===== src/ddc_pkg.sv =====
// shared constants and types of the dual channel converter command decoder
package ddc_pkg;

  // frame layout
  localparam int             FRAME_BITS      = 24;
  localparam int             DATA_W          = 16;
  localparam int             PD_W            = 2;
  localparam int             CNT_W           = 5;
  localparam logic [4:0]     CNT_LAST        = 5'(FRAME_BITS - 1);
  localparam logic [4:0]     CNT_ZERO        = 5'h00;

  // control byte field positions
  localparam int             POS_RSV_HI      = 23;
  localparam int             POS_RSV_LO      = 22;
  localparam int             POS_LOAD_CHAN_B = 21;
  localparam int             POS_LOAD_CHAN_A = 20;
  localparam int             POS_DONT_CARE   = 19;
  localparam int             POS_BUF_SEL     = 18;
  localparam int             POS_PCODE_HI    = 17;
  localparam int             POS_PCODE_LO    = 16;

  // buffer select encoding
  localparam logic           SEL_CHAN_A      = 1'b0;
  localparam logic           SEL_CHAN_B      = 1'b1;

  // power codes per channel
  localparam logic [1:0]     PD_NORMAL       = 2'h0;
  localparam logic [1:0]     PD_PULL_1K      = 2'h1;
  localparam logic [1:0]     PD_PULL_100K    = 2'h2;
  localparam logic [1:0]     PD_HIGH_Z       = 2'h3;

  // reset values of buffers and channel registers
  localparam logic [15:0]    RST_CODE        = 16'h0000;
  localparam logic [1:0]     RST_PCODE       = PD_NORMAL;

  // data path buffering
  localparam int             FIFO_DEPTH      = 8;

  // link tracker states
  typedef enum logic [2:0] {
    ST_IDLE  = 3'b001,
    ST_SHIFT = 3'b010,
    ST_LOCK  = 3'b100
  } ddc_lnk_st_t;

endpackage : ddc_pkg


===== src/ddc_fifo.sv =====
// small synchronous frame fifo with valid/ready on both sides
`timescale 1ns/10ps
`default_nettype none

module ddc_fifo #(
  parameter int W     = 24,
  parameter int DEPTH = 8
) (
  // clock and reset
  input  wire logic         clk_sys,
  input  wire logic         rst_n,
  // fill side
  input  wire logic         in_valid,
  output logic              in_ready,
  input  wire logic [W-1:0] in_data,
  // drain side
  output logic              out_valid,
  input  wire logic         out_ready,
  output logic [W-1:0]      out_data
);

  localparam int AW = (DEPTH > 1) ? $clog2(DEPTH) : 1;
  localparam int CW = $clog2(DEPTH + 1);

  typedef struct packed {
    logic [DEPTH-1:0][W-1:0] mem;
    logic [AW-1:0]           wr;
    logic [AW-1:0]           rd;
    logic [CW-1:0]           cnt;
  } ddc_fifo_st_t;

  ddc_fifo_st_t q;
  ddc_fifo_st_t n;
  logic         do_wr;
  logic         do_rd;

  // honest flags straight from the occupancy count
  assign in_ready  = (q.cnt != CW'(DEPTH));
  assign out_valid = (q.cnt != '0);
  assign out_data  = q.mem[q.rd];
  assign do_wr     = in_valid && in_ready;
  assign do_rd     = out_valid && out_ready;

  // pointers wrap explicitly so any depth works, not only powers of two
  always_comb begin
    n = q;
    if (do_wr) begin
      n.mem[q.wr] = in_data;
      n.wr        = (q.wr == AW'(DEPTH - 1)) ? '0 : q.wr + AW'(1);
    end
    if (do_rd) begin
      n.rd = (q.rd == AW'(DEPTH - 1)) ? '0 : q.rd + AW'(1);
    end
    case ({do_wr, do_rd})
      2'b10:   n.cnt = q.cnt + CW'(1);
      2'b01:   n.cnt = q.cnt - CW'(1);
      default: n.cnt = q.cnt;
    endcase
  end

  always_ff @(posedge clk_sys or negedge rst_n) begin
    if (!rst_n) begin
      q <= '0;
    end else begin
      q <= n;
    end
  end

  // a write that meets a full fifo leaves the count alone
  property p_fifo_no_overfill;
    @(posedge clk_sys) disable iff (!rst_n)
      (q.cnt == CW'(DEPTH)) && !do_rd |=> (q.cnt == CW'(DEPTH)) && !$past(in_ready);
  endproperty
  a_fifo_no_overfill: assert property (p_fifo_no_overfill)
    else $error("fifo count moved while full and not drained");

endmodule : ddc_fifo

`default_nettype wire


===== src/ddc_core.sv =====
// serial command decoder core of a dual channel 16 bit converter
// Functional notes
// - sample data msb first on sclk falls
// - freeze shifter after 24th fall
// - buffer select: zero is A, one B
// - load bits pick channels to update
// - nonzero power code ignores data bits
// - each load uses its own buffer
// - power codes: normal, 1k, 100k, high-z
// - zero code keeps channel amplifier driving
// - power-down needs buffer write then load
// - channels power down independently or together
// - wake needs zero code, data, load
// - shutdown asserted while power-down active
// - act on 24th fall, not select rise
// - early select rise clears shifter, count
// - aborted frame changes nothing stored
// - channel registers zero at power-up
// - outputs zero-scale until loaded
// - only a load changes channel output
`timescale 1ns/10ps
`default_nettype none

module ddc_core
  import ddc_pkg::*;
#(
  parameter int DEPTH = FIFO_DEPTH
) (
  // system clock and reset
  input  wire logic        clk_sys,
  input  wire logic        rst_n,
  // serial link pins, asynchronous to clk_sys
  input  wire logic        sclk,
  input  wire logic        sync_n,
  input  wire logic        sdin,
  // update control
  input  wire logic        upd_hold,
  // channel a converter controls
  output logic [15:0]      dac_code_a,
  output logic [1:0]       pd_mode_a,
  output logic             shutdown_a,
  // channel b converter controls
  output logic [15:0]      dac_code_b,
  output logic [1:0]       pd_mode_b,
  output logic             shutdown_b,
  // status
  output logic             frame_done,
  output logic             frame_drop
);

  typedef struct packed {
    logic [2:0]        sclk_sy;   // [0] first stage, [2] edge history
    logic [2:0]        csn_sy;
    logic [1:0]        din_sy;
    ddc_lnk_st_t       st;
    logic [4:0]        cnt;
    logic [23:0]       shf;
    logic              push;
    logic              done;
    logic              drop;
    logic [1:0][15:0]  buf_data;
    logic [1:0][1:0]   buf_pd;
    logic [1:0][15:0]  dac_code;
    logic [1:0][1:0]   mode;
    logic [1:0]        shdn;
  } ddc_core_st_t;

  ddc_core_st_t      q;
  ddc_core_st_t      n;

  // link edge helpers, all from second stage onward
  logic              sclk_fall;
  logic              csn_low;
  logic              csn_fall;
  logic              din_s;

  // fifo handshake
  logic              fin_ready;
  logic              fout_valid;
  logic [23:0]       fout_data;
  logic              pop;

  // decoded control byte of the frame at the fifo head
  logic              load_chan_a_bit;
  logic              load_chan_b_bit;
  logic              power_code_bit0;
  logic              power_code_bit1;
  logic              buf_sel;
  logic [1:0]        pcode;
  logic [15:0]       fdata;
  logic [1:0]        load_vec;

  // next buffer contents as seen by a load in the same frame
  logic [1:0][15:0]  nxt_data;
  logic [1:0][1:0]   nxt_pd;

  // edge detection looks only at stages two and three of each synchroniser
  assign sclk_fall = q.sclk_sy[2] & ~q.sclk_sy[1];
  assign csn_low   = ~q.csn_sy[1];
  assign csn_fall  = q.csn_sy[2] & ~q.csn_sy[1];
  assign din_s     = q.din_sy[1];

  // field split of the head frame
  assign load_chan_a_bit = fout_data[POS_LOAD_CHAN_A];
  assign load_chan_b_bit = fout_data[POS_LOAD_CHAN_B];
  assign power_code_bit0 = fout_data[POS_PCODE_LO];
  assign power_code_bit1 = fout_data[POS_PCODE_HI];
  assign buf_sel         = fout_data[POS_BUF_SEL];
  assign pcode           = {power_code_bit1, power_code_bit0};
  assign fdata           = fout_data[DATA_W-1:0];
  assign load_vec        = {load_chan_b_bit, load_chan_a_bit};

  // reserved bits are not checked; a host that sets them gets a decoded frame anyway
  assign pop = fout_valid && !upd_hold;

  // whole frames wait here so a held decoder loses link traffic only once DEPTH frames are queued
  ddc_fifo #(
    .W     (FRAME_BITS),
    .DEPTH (DEPTH)
  ) u_fifo (
    .clk_sys   (clk_sys),
    .rst_n     (rst_n),
    .in_valid  (q.push),
    .in_ready  (fin_ready),
    .in_data   (q.shf),
    .out_valid (fout_valid),
    .out_ready (!upd_hold),
    .out_data  (fout_data)
  );

  // next state: link tracker, then buffer write and channel load
  always_comb begin
    n        = q;
    nxt_data = q.buf_data;
    nxt_pd   = q.buf_pd;
    n.sclk_sy = {q.sclk_sy[1:0], sclk};
    n.csn_sy  = {q.csn_sy[1:0], sync_n};
    n.din_sy  = {q.din_sy[0], sdin};
    n.push    = 1'b0;
    n.done    = 1'b0;
    n.drop    = q.push && !fin_ready;

    case (q.st)
      ST_IDLE: begin
        // a new frame only opens on a fresh fall of select
        if (csn_fall) begin
          n.st  = ST_SHIFT;
          n.cnt = sclk_fall ? 5'h01 : CNT_ZERO;
          n.shf = sclk_fall ? {23'h000000, din_s} : 24'h000000;
        end
      end
      ST_SHIFT: begin
        if (!csn_low) begin
          // early rise: drop the partial frame and nothing else
          n.st  = ST_IDLE;
          n.cnt = CNT_ZERO;
          n.shf = 24'h000000;
        end else if (sclk_fall) begin
          n.shf = {q.shf[22:0], din_s};
          n.cnt = q.cnt + 5'h01;
          if (q.cnt == CNT_LAST) begin
            n.st   = ST_LOCK;
            n.push = 1'b1;
          end
        end
      end
      ST_LOCK: begin
        // further clocks are ignored; select may stay low or rise
        if (!csn_low) begin
          n.st = ST_IDLE;
        end
      end
      default: begin
        n.st  = ST_IDLE;
        n.cnt = CNT_ZERO;
      end
    endcase

    // buffer write: a power command keeps the stored sample untouched
    for (int ch = 0; ch < 2; ch++) begin
      if (pop && (buf_sel == ch[0])) begin
        nxt_pd[ch] = pcode;
        if (pcode == PD_NORMAL) begin
          nxt_data[ch] = fdata;
        end
      end
    end
    n.buf_data = nxt_data;
    n.buf_pd   = nxt_pd;

    // load: each addressed channel copies its own buffer, both at once if asked
    for (int ch = 0; ch < 2; ch++) begin
      if (pop && load_vec[ch]) begin
        n.dac_code[ch] = nxt_data[ch];
        n.mode[ch]     = nxt_pd[ch];
        n.shdn[ch]     = (nxt_pd[ch] != PD_NORMAL);
      end
    end
    n.done = pop;
  end

  // power-up puts zero codes and normal mode everywhere
  always_ff @(posedge clk_sys or negedge rst_n) begin
    if (!rst_n) begin
      q          <= '0;
      q.csn_sy   <= 3'h7;
      q.st       <= ST_IDLE;
    end else begin
      q          <= n;
    end
  end

  // outputs all come straight from flip-flops
  assign dac_code_a = q.dac_code[0];
  assign dac_code_b = q.dac_code[1];
  assign pd_mode_a  = q.mode[0];
  assign pd_mode_b  = q.mode[1];
  assign shutdown_a = q.shdn[0];
  assign shutdown_b = q.shdn[1];
  assign frame_done = q.done;
  assign frame_drop = q.drop;

  // each falling serial clock inside a frame shifts in one bit, msb first
  property p_shift_in;
    @(posedge clk_sys) disable iff (!rst_n)
      (q.st == ST_SHIFT) && csn_low && sclk_fall
        |=> q.shf == {$past(q.shf[22:0]), $past(din_s)};
  endproperty
  a_shift_in: assert property (p_shift_in)
    else $error("shift register did not take the sampled data bit");

  // a locked frame keeps its bits and count whatever the clock does
  property p_locked_hold;
    @(posedge clk_sys) disable iff (!rst_n)
      (q.st == ST_LOCK) |=> $stable(q.shf) && $stable(q.cnt) && !q.push;
  endproperty
  a_locked_hold: assert property (p_locked_hold)
    else $error("locked shift register changed");

  // the 24th fall hands the frame over on the very next cycle
  property p_push_on_last;
    @(posedge clk_sys) disable iff (!rst_n)
      (q.st == ST_SHIFT) && csn_low && sclk_fall && (q.cnt == CNT_LAST)
        |=> q.push && (q.st == ST_LOCK) ##1 !q.push;
  endproperty
  a_push_on_last: assert property (p_push_on_last)
    else $error("complete frame was not handed over at once");

  // an early select rise empties the shifter and the count
  property p_abort_clear;
    @(posedge clk_sys) disable iff (!rst_n)
      (q.st == ST_SHIFT) && !csn_low
        |=> (q.cnt == CNT_ZERO) && (q.shf == 24'h000000) && (q.st == ST_IDLE);
  endproperty
  a_abort_clear: assert property (p_abort_clear)
    else $error("aborted frame left bits behind");

  // an aborted frame never reaches buffers or channels
  property p_abort_keep;
    @(posedge clk_sys) disable iff (!rst_n)
      (q.st == ST_SHIFT) && !csn_low && !pop
        |=> !q.push && $stable(q.buf_data) && $stable(q.dac_code) && $stable(q.mode);
  endproperty
  a_abort_keep: assert property (p_abort_keep)
    else $error("aborted frame changed stored state");

  // a power command to buffer a keeps its sample and stores the code
  property p_pd_keeps_data;
    @(posedge clk_sys) disable iff (!rst_n)
      pop && (pcode != PD_NORMAL) && (buf_sel == SEL_CHAN_A)
        |=> $stable(q.buf_data[0]) && (q.buf_pd[0] == $past(pcode));
  endproperty
  a_pd_keeps_data: assert property (p_pd_keeps_data)
    else $error("power command disturbed the buffered sample");

  // the channel a code only moves on a load of channel a
  property p_code_only_on_load;
    @(posedge clk_sys) disable iff (!rst_n)
      $changed(q.dac_code[0]) || $changed(q.mode[0]) |-> $past(pop) && $past(load_chan_a_bit);
  endproperty
  a_code_only_on_load: assert property (p_code_only_on_load)
    else $error("channel a changed without a load");

  // channel b is untouched unless its own load bit is set
  property p_b_untouched;
    @(posedge clk_sys) disable iff (!rst_n)
      pop && !load_chan_b_bit |=> $stable(q.dac_code[1]) && $stable(q.mode[1]);
  endproperty
  a_b_untouched: assert property (p_b_untouched)
    else $error("channel b changed without its load");

  // a double load moves both channels from their own buffers in one cycle
  property p_dual_load;
    @(posedge clk_sys) disable iff (!rst_n)
      pop && load_chan_a_bit && load_chan_b_bit
        |=> (q.mode[0] == $past(nxt_pd[0])) && (q.mode[1] == $past(nxt_pd[1]))
            && (q.dac_code[0] == $past(nxt_data[0]))
            && (q.dac_code[1] == $past(nxt_data[1]));
  endproperty
  a_dual_load: assert property (p_dual_load)
    else $error("combined load did not update both channels");

  // shutdown follows the loaded power code of each channel
  property p_shutdown_tracks;
    @(posedge clk_sys) disable iff (!rst_n)
      (shutdown_a == (pd_mode_a != PD_NORMAL)) && (shutdown_b == (pd_mode_b != PD_NORMAL));
  endproperty
  a_shutdown_tracks: assert property (p_shutdown_tracks)
    else $error("shutdown disagrees with loaded power code");

  // channel a leaving power-down takes a zero code load on channel a
  property p_wake_needs_load;
    @(posedge clk_sys) disable iff (!rst_n)
      $fell(shutdown_a) |-> $past(pop) && $past(load_chan_a_bit) && (pd_mode_a == PD_NORMAL);
  endproperty
  a_wake_needs_load: assert property (p_wake_needs_load)
    else $error("channel a woke without a normal code load");

  // a held low select after a locked frame must not open another one
  property p_open_on_fall;
    @(posedge clk_sys) disable iff (!rst_n)
      (q.st == ST_IDLE) && !csn_fall |=> (q.st == ST_IDLE);
  endproperty
  a_open_on_fall: assert property (p_open_on_fall)
    else $error("frame opened without a select fall");

  // channel b only enters a power mode through a load of channel b
  property p_b_pd_needs_load;
    @(posedge clk_sys) disable iff (!rst_n)
      $rose(shutdown_b) |-> $past(pop) && $past(load_chan_b_bit) && (pd_mode_b != PD_NORMAL);
  endproperty
  a_b_pd_needs_load: assert property (p_b_pd_needs_load)
    else $error("channel b powered down without its load");

  // bits and count only move on a sampled serial clock fall inside a frame
  property p_cnt_moves_on_fall;
    @(posedge clk_sys) disable iff (!rst_n)
      (q.st == ST_SHIFT) && csn_low && !sclk_fall |=> $stable(q.cnt) && $stable(q.shf);
  endproperty
  a_cnt_moves_on_fall: assert property (p_cnt_moves_on_fall)
    else $error("shift register moved without a serial clock fall");

  // a write aimed at buffer a leaves buffer b exactly as it was
  property p_sel_a_spares_b;
    @(posedge clk_sys) disable iff (!rst_n)
      pop && (buf_sel == SEL_CHAN_A) |=> $stable(q.buf_data[1]) && $stable(q.buf_pd[1]);
  endproperty
  a_sel_a_spares_b: assert property (p_sel_a_spares_b)
    else $error("write to buffer a disturbed buffer b");

endmodule : ddc_core

`default_nettype wire


===== config.mk =====
export PLATFORM = sky130hd
export DESIGN_NAME = ddc_core
export DESIGN_NICKNAME = d
export VERILOG_FILES = /design/src/ddc_pkg.sv /design/src/ddc_fifo.sv /design/src/ddc_core.sv
export SDC_FILE = /design/constraint.sdc
export NUM_CORES = 1
export LEC_CHECK = 0
export BUFFER_PORTS_ARGS = -buffer_cell sky130_fd_sc_hd__buf_2
export CAP_MARGIN = 20
export CORE_ASPECT_RATIO = 1.2
export CORE_MARGIN = 4
export CORE_UTILIZATION = 62
export DETAILED_ROUTE_END_ITERATION = 10
export GPL_TIMING_DRIVEN = 0
export PLACE_DENSITY = 0.9
export RECOVER_POWER = 100
export SYNTH_ARGS = -nofsm -noshare
export SYNTH_HDL_FRONTEND = slang
export SYNTH_SLANG_ARGS = --single-unit
export TNS_END_PERCENT = 100

===== constraint.sdc =====
create_clock -name clk_sys -period 2.8 [get_ports clk_sys]
set_input_delay 0.84 -clock clk_sys [delete_from_list [all_inputs] [get_ports clk_sys]]
set_output_delay 0.84 -clock clk_sys [all_outputs]
set_load 0.05 [all_outputs]

==> flow_metrics.py <==
metrics = {
    "pwr": {
        "vdd_drop_max_mv": 0.432,
        "p_per_area_nw_per_um2": 741,
        "total_power_uw": 11300,
        "power_leakage_uw": 0.00715,
    },
    "sta": {
        "skew_ns": 0.0106,
        "worst_pin_slew_ns": 1.44,
        "setup_tns_ns": 0,
        "fin_ws_ns": 0.133,
        "post-route-min-period_ns": 2.67,
        "setup_viol": 0,
        "fin_crit_sh_pct": 95.2,
        "finalMaxSlewViolations": 0,
        "max_slew_margin_pct": 3.68,
        "finalHoldViolCount": 0,
        "fmax_mhz": 375,
        "whs_ns": 0.348,
        "rsz0062_at_grt": "no",
    },
    "place": {
        "place_ws_ns": 0.0621,
        "dpl.hpwl_um": 21600,
        "port_buffers": 45,
        "gp_congestion": 0.992,
        "dp_cells": 1413,
    },
    "cts": {
        "cts_max_level": 1,
        "cts.sinks": 293,
        "root_buffer": "clkbuf_16",
        "clk_path_buf_depth": 3,
        "clk_pin_slew_ns": 0.06,
        "clk_latency_ns": 0.53,
        "numCtsBuffers": 27,
        "cts_tree": "done",
    },
    "synthesis": {
        "syn_nets": 1106,
        "synth.distinct_cells": 49,
        "synth_area_leader_cell": "dfrtp_1",
        "synth_simple_gate_area_share_pct": 7.49,
        "synth_cells": 1092,
        "yosysMostFrequentCell": "dfrtp_1",
        "synth_top_family_by_area": "multiplexers",
        "synth-xor-area-share_pct": 0.317,
        "ys_ff_latch": 293,
        "syn_area_um2": 13800,
        "ys_warn_count": 0,
        "async_flop_share_pct": 100,
        "synth_adder_area_share_pct": 0.725,
        "synth_compound_area_share_pct": 6.87,
        "synthTopCellsByArea": "dfrtp_1 52%, mux2_2 16%, mux4_2 6.5%",
        "synthMuxAreaShare_pct": 25.1,
        "synth_top_flop_cell": "dfrtp_1",
        "yosysTopAreaCellShare_pct": 52.4,
        "ys_seq_area_share_pct": 53.1,
        "yosys-top-cells-count": "289 x dfrtp_1, 202 x mux2_2, 86 x nand3_1",
        "synth_enable_flop_cells": 0,
        "synth.avg_cell_area_um2": 12.6,
    },
    "cells_and_area": {
        "nFillCells": 1355,
        "antenna_cells": 0,
        "multiInputGateArea_um2": 5590,
        "drive_gt1_share_pct": 30.6,
        "layout.nets": 1184,
        "instances_no_fill": 1464,
        "regArea_um2": 7340,
        "syn_to_final_growth_pct": 10.9,
    },
    "worst_setup_path": {
        "cp.arrival_ns": 3.05,
        "critPathCaptureType": "register",
        "r2r_slack_ns": 0.13,
        "r2r-end": "q[68]",
        "path_max_fanout": 10,
        "crit_slowest_cell": "clkbuf_1",
        "crit_path_max_incr_delay_ns": 0.37,
        "r2r_cells": 9,
        "critPathLaunchType": "register",
        "crit_top_cell": "buf_2",
        "worstPathRequired_ns": 3.18,
        "critPathKind": "register to register",
        "path_cells": "buf_2 -> buf_2 -> nor2_1 -> a2bb2oi_1 -> and3_1 -> buf_2 -> and2_1 -> clkbuf_1 -> o21ai_0",
        "r2r_start": "u_fifo.q[6]",
    },
    "floorplanning": {
        "io-pin-count": 46,
        "fp.dieH_um": 171,
        "initial_core_util_pct": 63.4,
        "num_rows": 59,
        "design.die.area_um2": 24700,
        "coreArea_um2": 21800,
        "die-width_um": 144,
    },
    "global_routing": {
        "antenna_found_initial": 0,
        "grt_max_degree": 123,
        "met1_usage_pct": 33.4,
        "grt_busiest_layer": "met2",
        "overflow": 0,
        "grt_use_met3_pct": 4.31,
        "grt_usage_pct": 27.1,
        "met2_usage_pct": 47.3,
        "grt_pass1_vias": 9967,
        "grt_pass1_wl_um": 52800,
    },
    "run_status": {
        "status": "complete, no violations",
    },
    "drt": {
        "ant_nets": 0,
        "wl_per_cell_um": 22.5,
        "dr.pass1.iters": 5,
        "wirelength_um": 33000,
        "vias_per_cell": 6.52,
        "vias": 9545,
        "drtIter0Drc": 1071,
        "post-route-drc-count": 0,
    },
    "job": {
        "cap_violations": 0,
    },
    "hold_path": {
        "worstHoldPathType": "register to register",
        "hp-start": "n[115]",
        "whs_endpoint": "n[116]",
        "hold_depth": 0,
    },
}
how the worst max path moves through the flow:
stage,startpoint,to
global placement,rst_n,u_fifo.q[138]
floorplan,u_fifo.q[1],u_fifo.q[2]
global route,u_fifo.q[6],q[65]
detailed placement,upd_hold,dac_code_a[14]
CTS,u_fifo.q[5],q[56]
finish,u_fifo.q[6],q[68]
kinds of logic (layout without fill, tap and decap cells):
| group | Yosys count | count (layout) |
|---|---|---|
| flops | 293 | 293 |
| mux | 266 | 266 |
| simple gates | 213 | 213 |
| buf+inv | 169 | 267 |
| compound gates | 138 | 138 |
| fa+ha+maj | 8 | 8 |
| xor+xnor | 5 | 5 |
placed cells by master (no fill, tap or decap), types with 3 or more instances in the layout:
cell        count
dfrtp_1       289
mux2_2        180
nand3_1        86
nand2_1        83
clkbuf_1       78
o21ai_0        59
buf_4          41
mux4_2         40
inv_1          37
o311ai_0       31
clkbuf_16      27
mux2_1         26
a22o_1         23
buf_1          22
clkbuf_2       19
buf_2          14
mux2i_1        11
mux2_4          9
clkbuf_8        9
ha_1            8
nor2b_1         7
nor2_1          7
buf_6           6
nand2b_1        5
a21oi_1         5
nor3_1          5
xnor2_1         4
o31ai_1         4
and3_1          3
nand4b_1        3
a21o_1          3
a22oi_1         3
nand4_1         3
clkinv_2        3
clkinvlp_4      3
registers in the layout, summed over array words and instances, names as in the netlist:
signal      count
u_fifo.q      178
q              69
dac_code_a     16
dac_code_b     16
n               5
pd_mode_a       2
pd_mode_b       2
din_s           1
frame_done      1
frame_drop      1
shutdown_a      1
shutdown_b      1
cell type report:
cell class,instances,area share [%]
clock buffers,41,5.35
repair buffers,49,1.62
inverters,39,0.956
plain buffers,130,4.78
flip-flops and latches,293,47.9
clock inverters,8,0.638
multi-input cells,630,36.5
well taps,274,2.24
metal layers:
| metal | share of wire (%) | wire, µm | up-vias |
|---|---|---|---|
| li1 | - | - | 4048 |
| met1 | 37 | 12400 | 4831 |
| met2 | 51 | 16900 | 506 |
| met3 | 6.6 | 2170 | 160 |
| met4 | 4.7 | 1540 | 0 |
| met5 | 0 | 0 | - |
metrics by stage:
stage / cell area, µm² / utilization [%]
detailed placement: 14400 / 66.3
global route: 15300 / 70.3
CTS: 15400 / 70.5
global placement: 14400 / 66.0
floorplan: 13800 / -
finish: 15300 / 70.3
timing repair:
action | in CTS | in global routing
resized for setup | 0 | 16
buffers inserted | 0 | 2
hold buffers | 0 | 0
setup endpoints to repair | 0 | 45
critical path: cells and delay by family, from the launching register on:
| kind | cells | cell delay [ns] |
|---|---|---|
| AO/OA/AOI/OAI | 2 | 0.38 |
| buffers and inverters | 4 | 1.17 |
| flip-flops | 1 | 0.36 |
| AND/OR/NAND/NOR | 3 | 0.59 |
where the power goes:
part	switching [µW]	internal, µW	total [µW]
clock network	1570	2200	3760
registers	137	4420	4550
logic	2010	1010	3030
(Power assumes the default switching activity.)
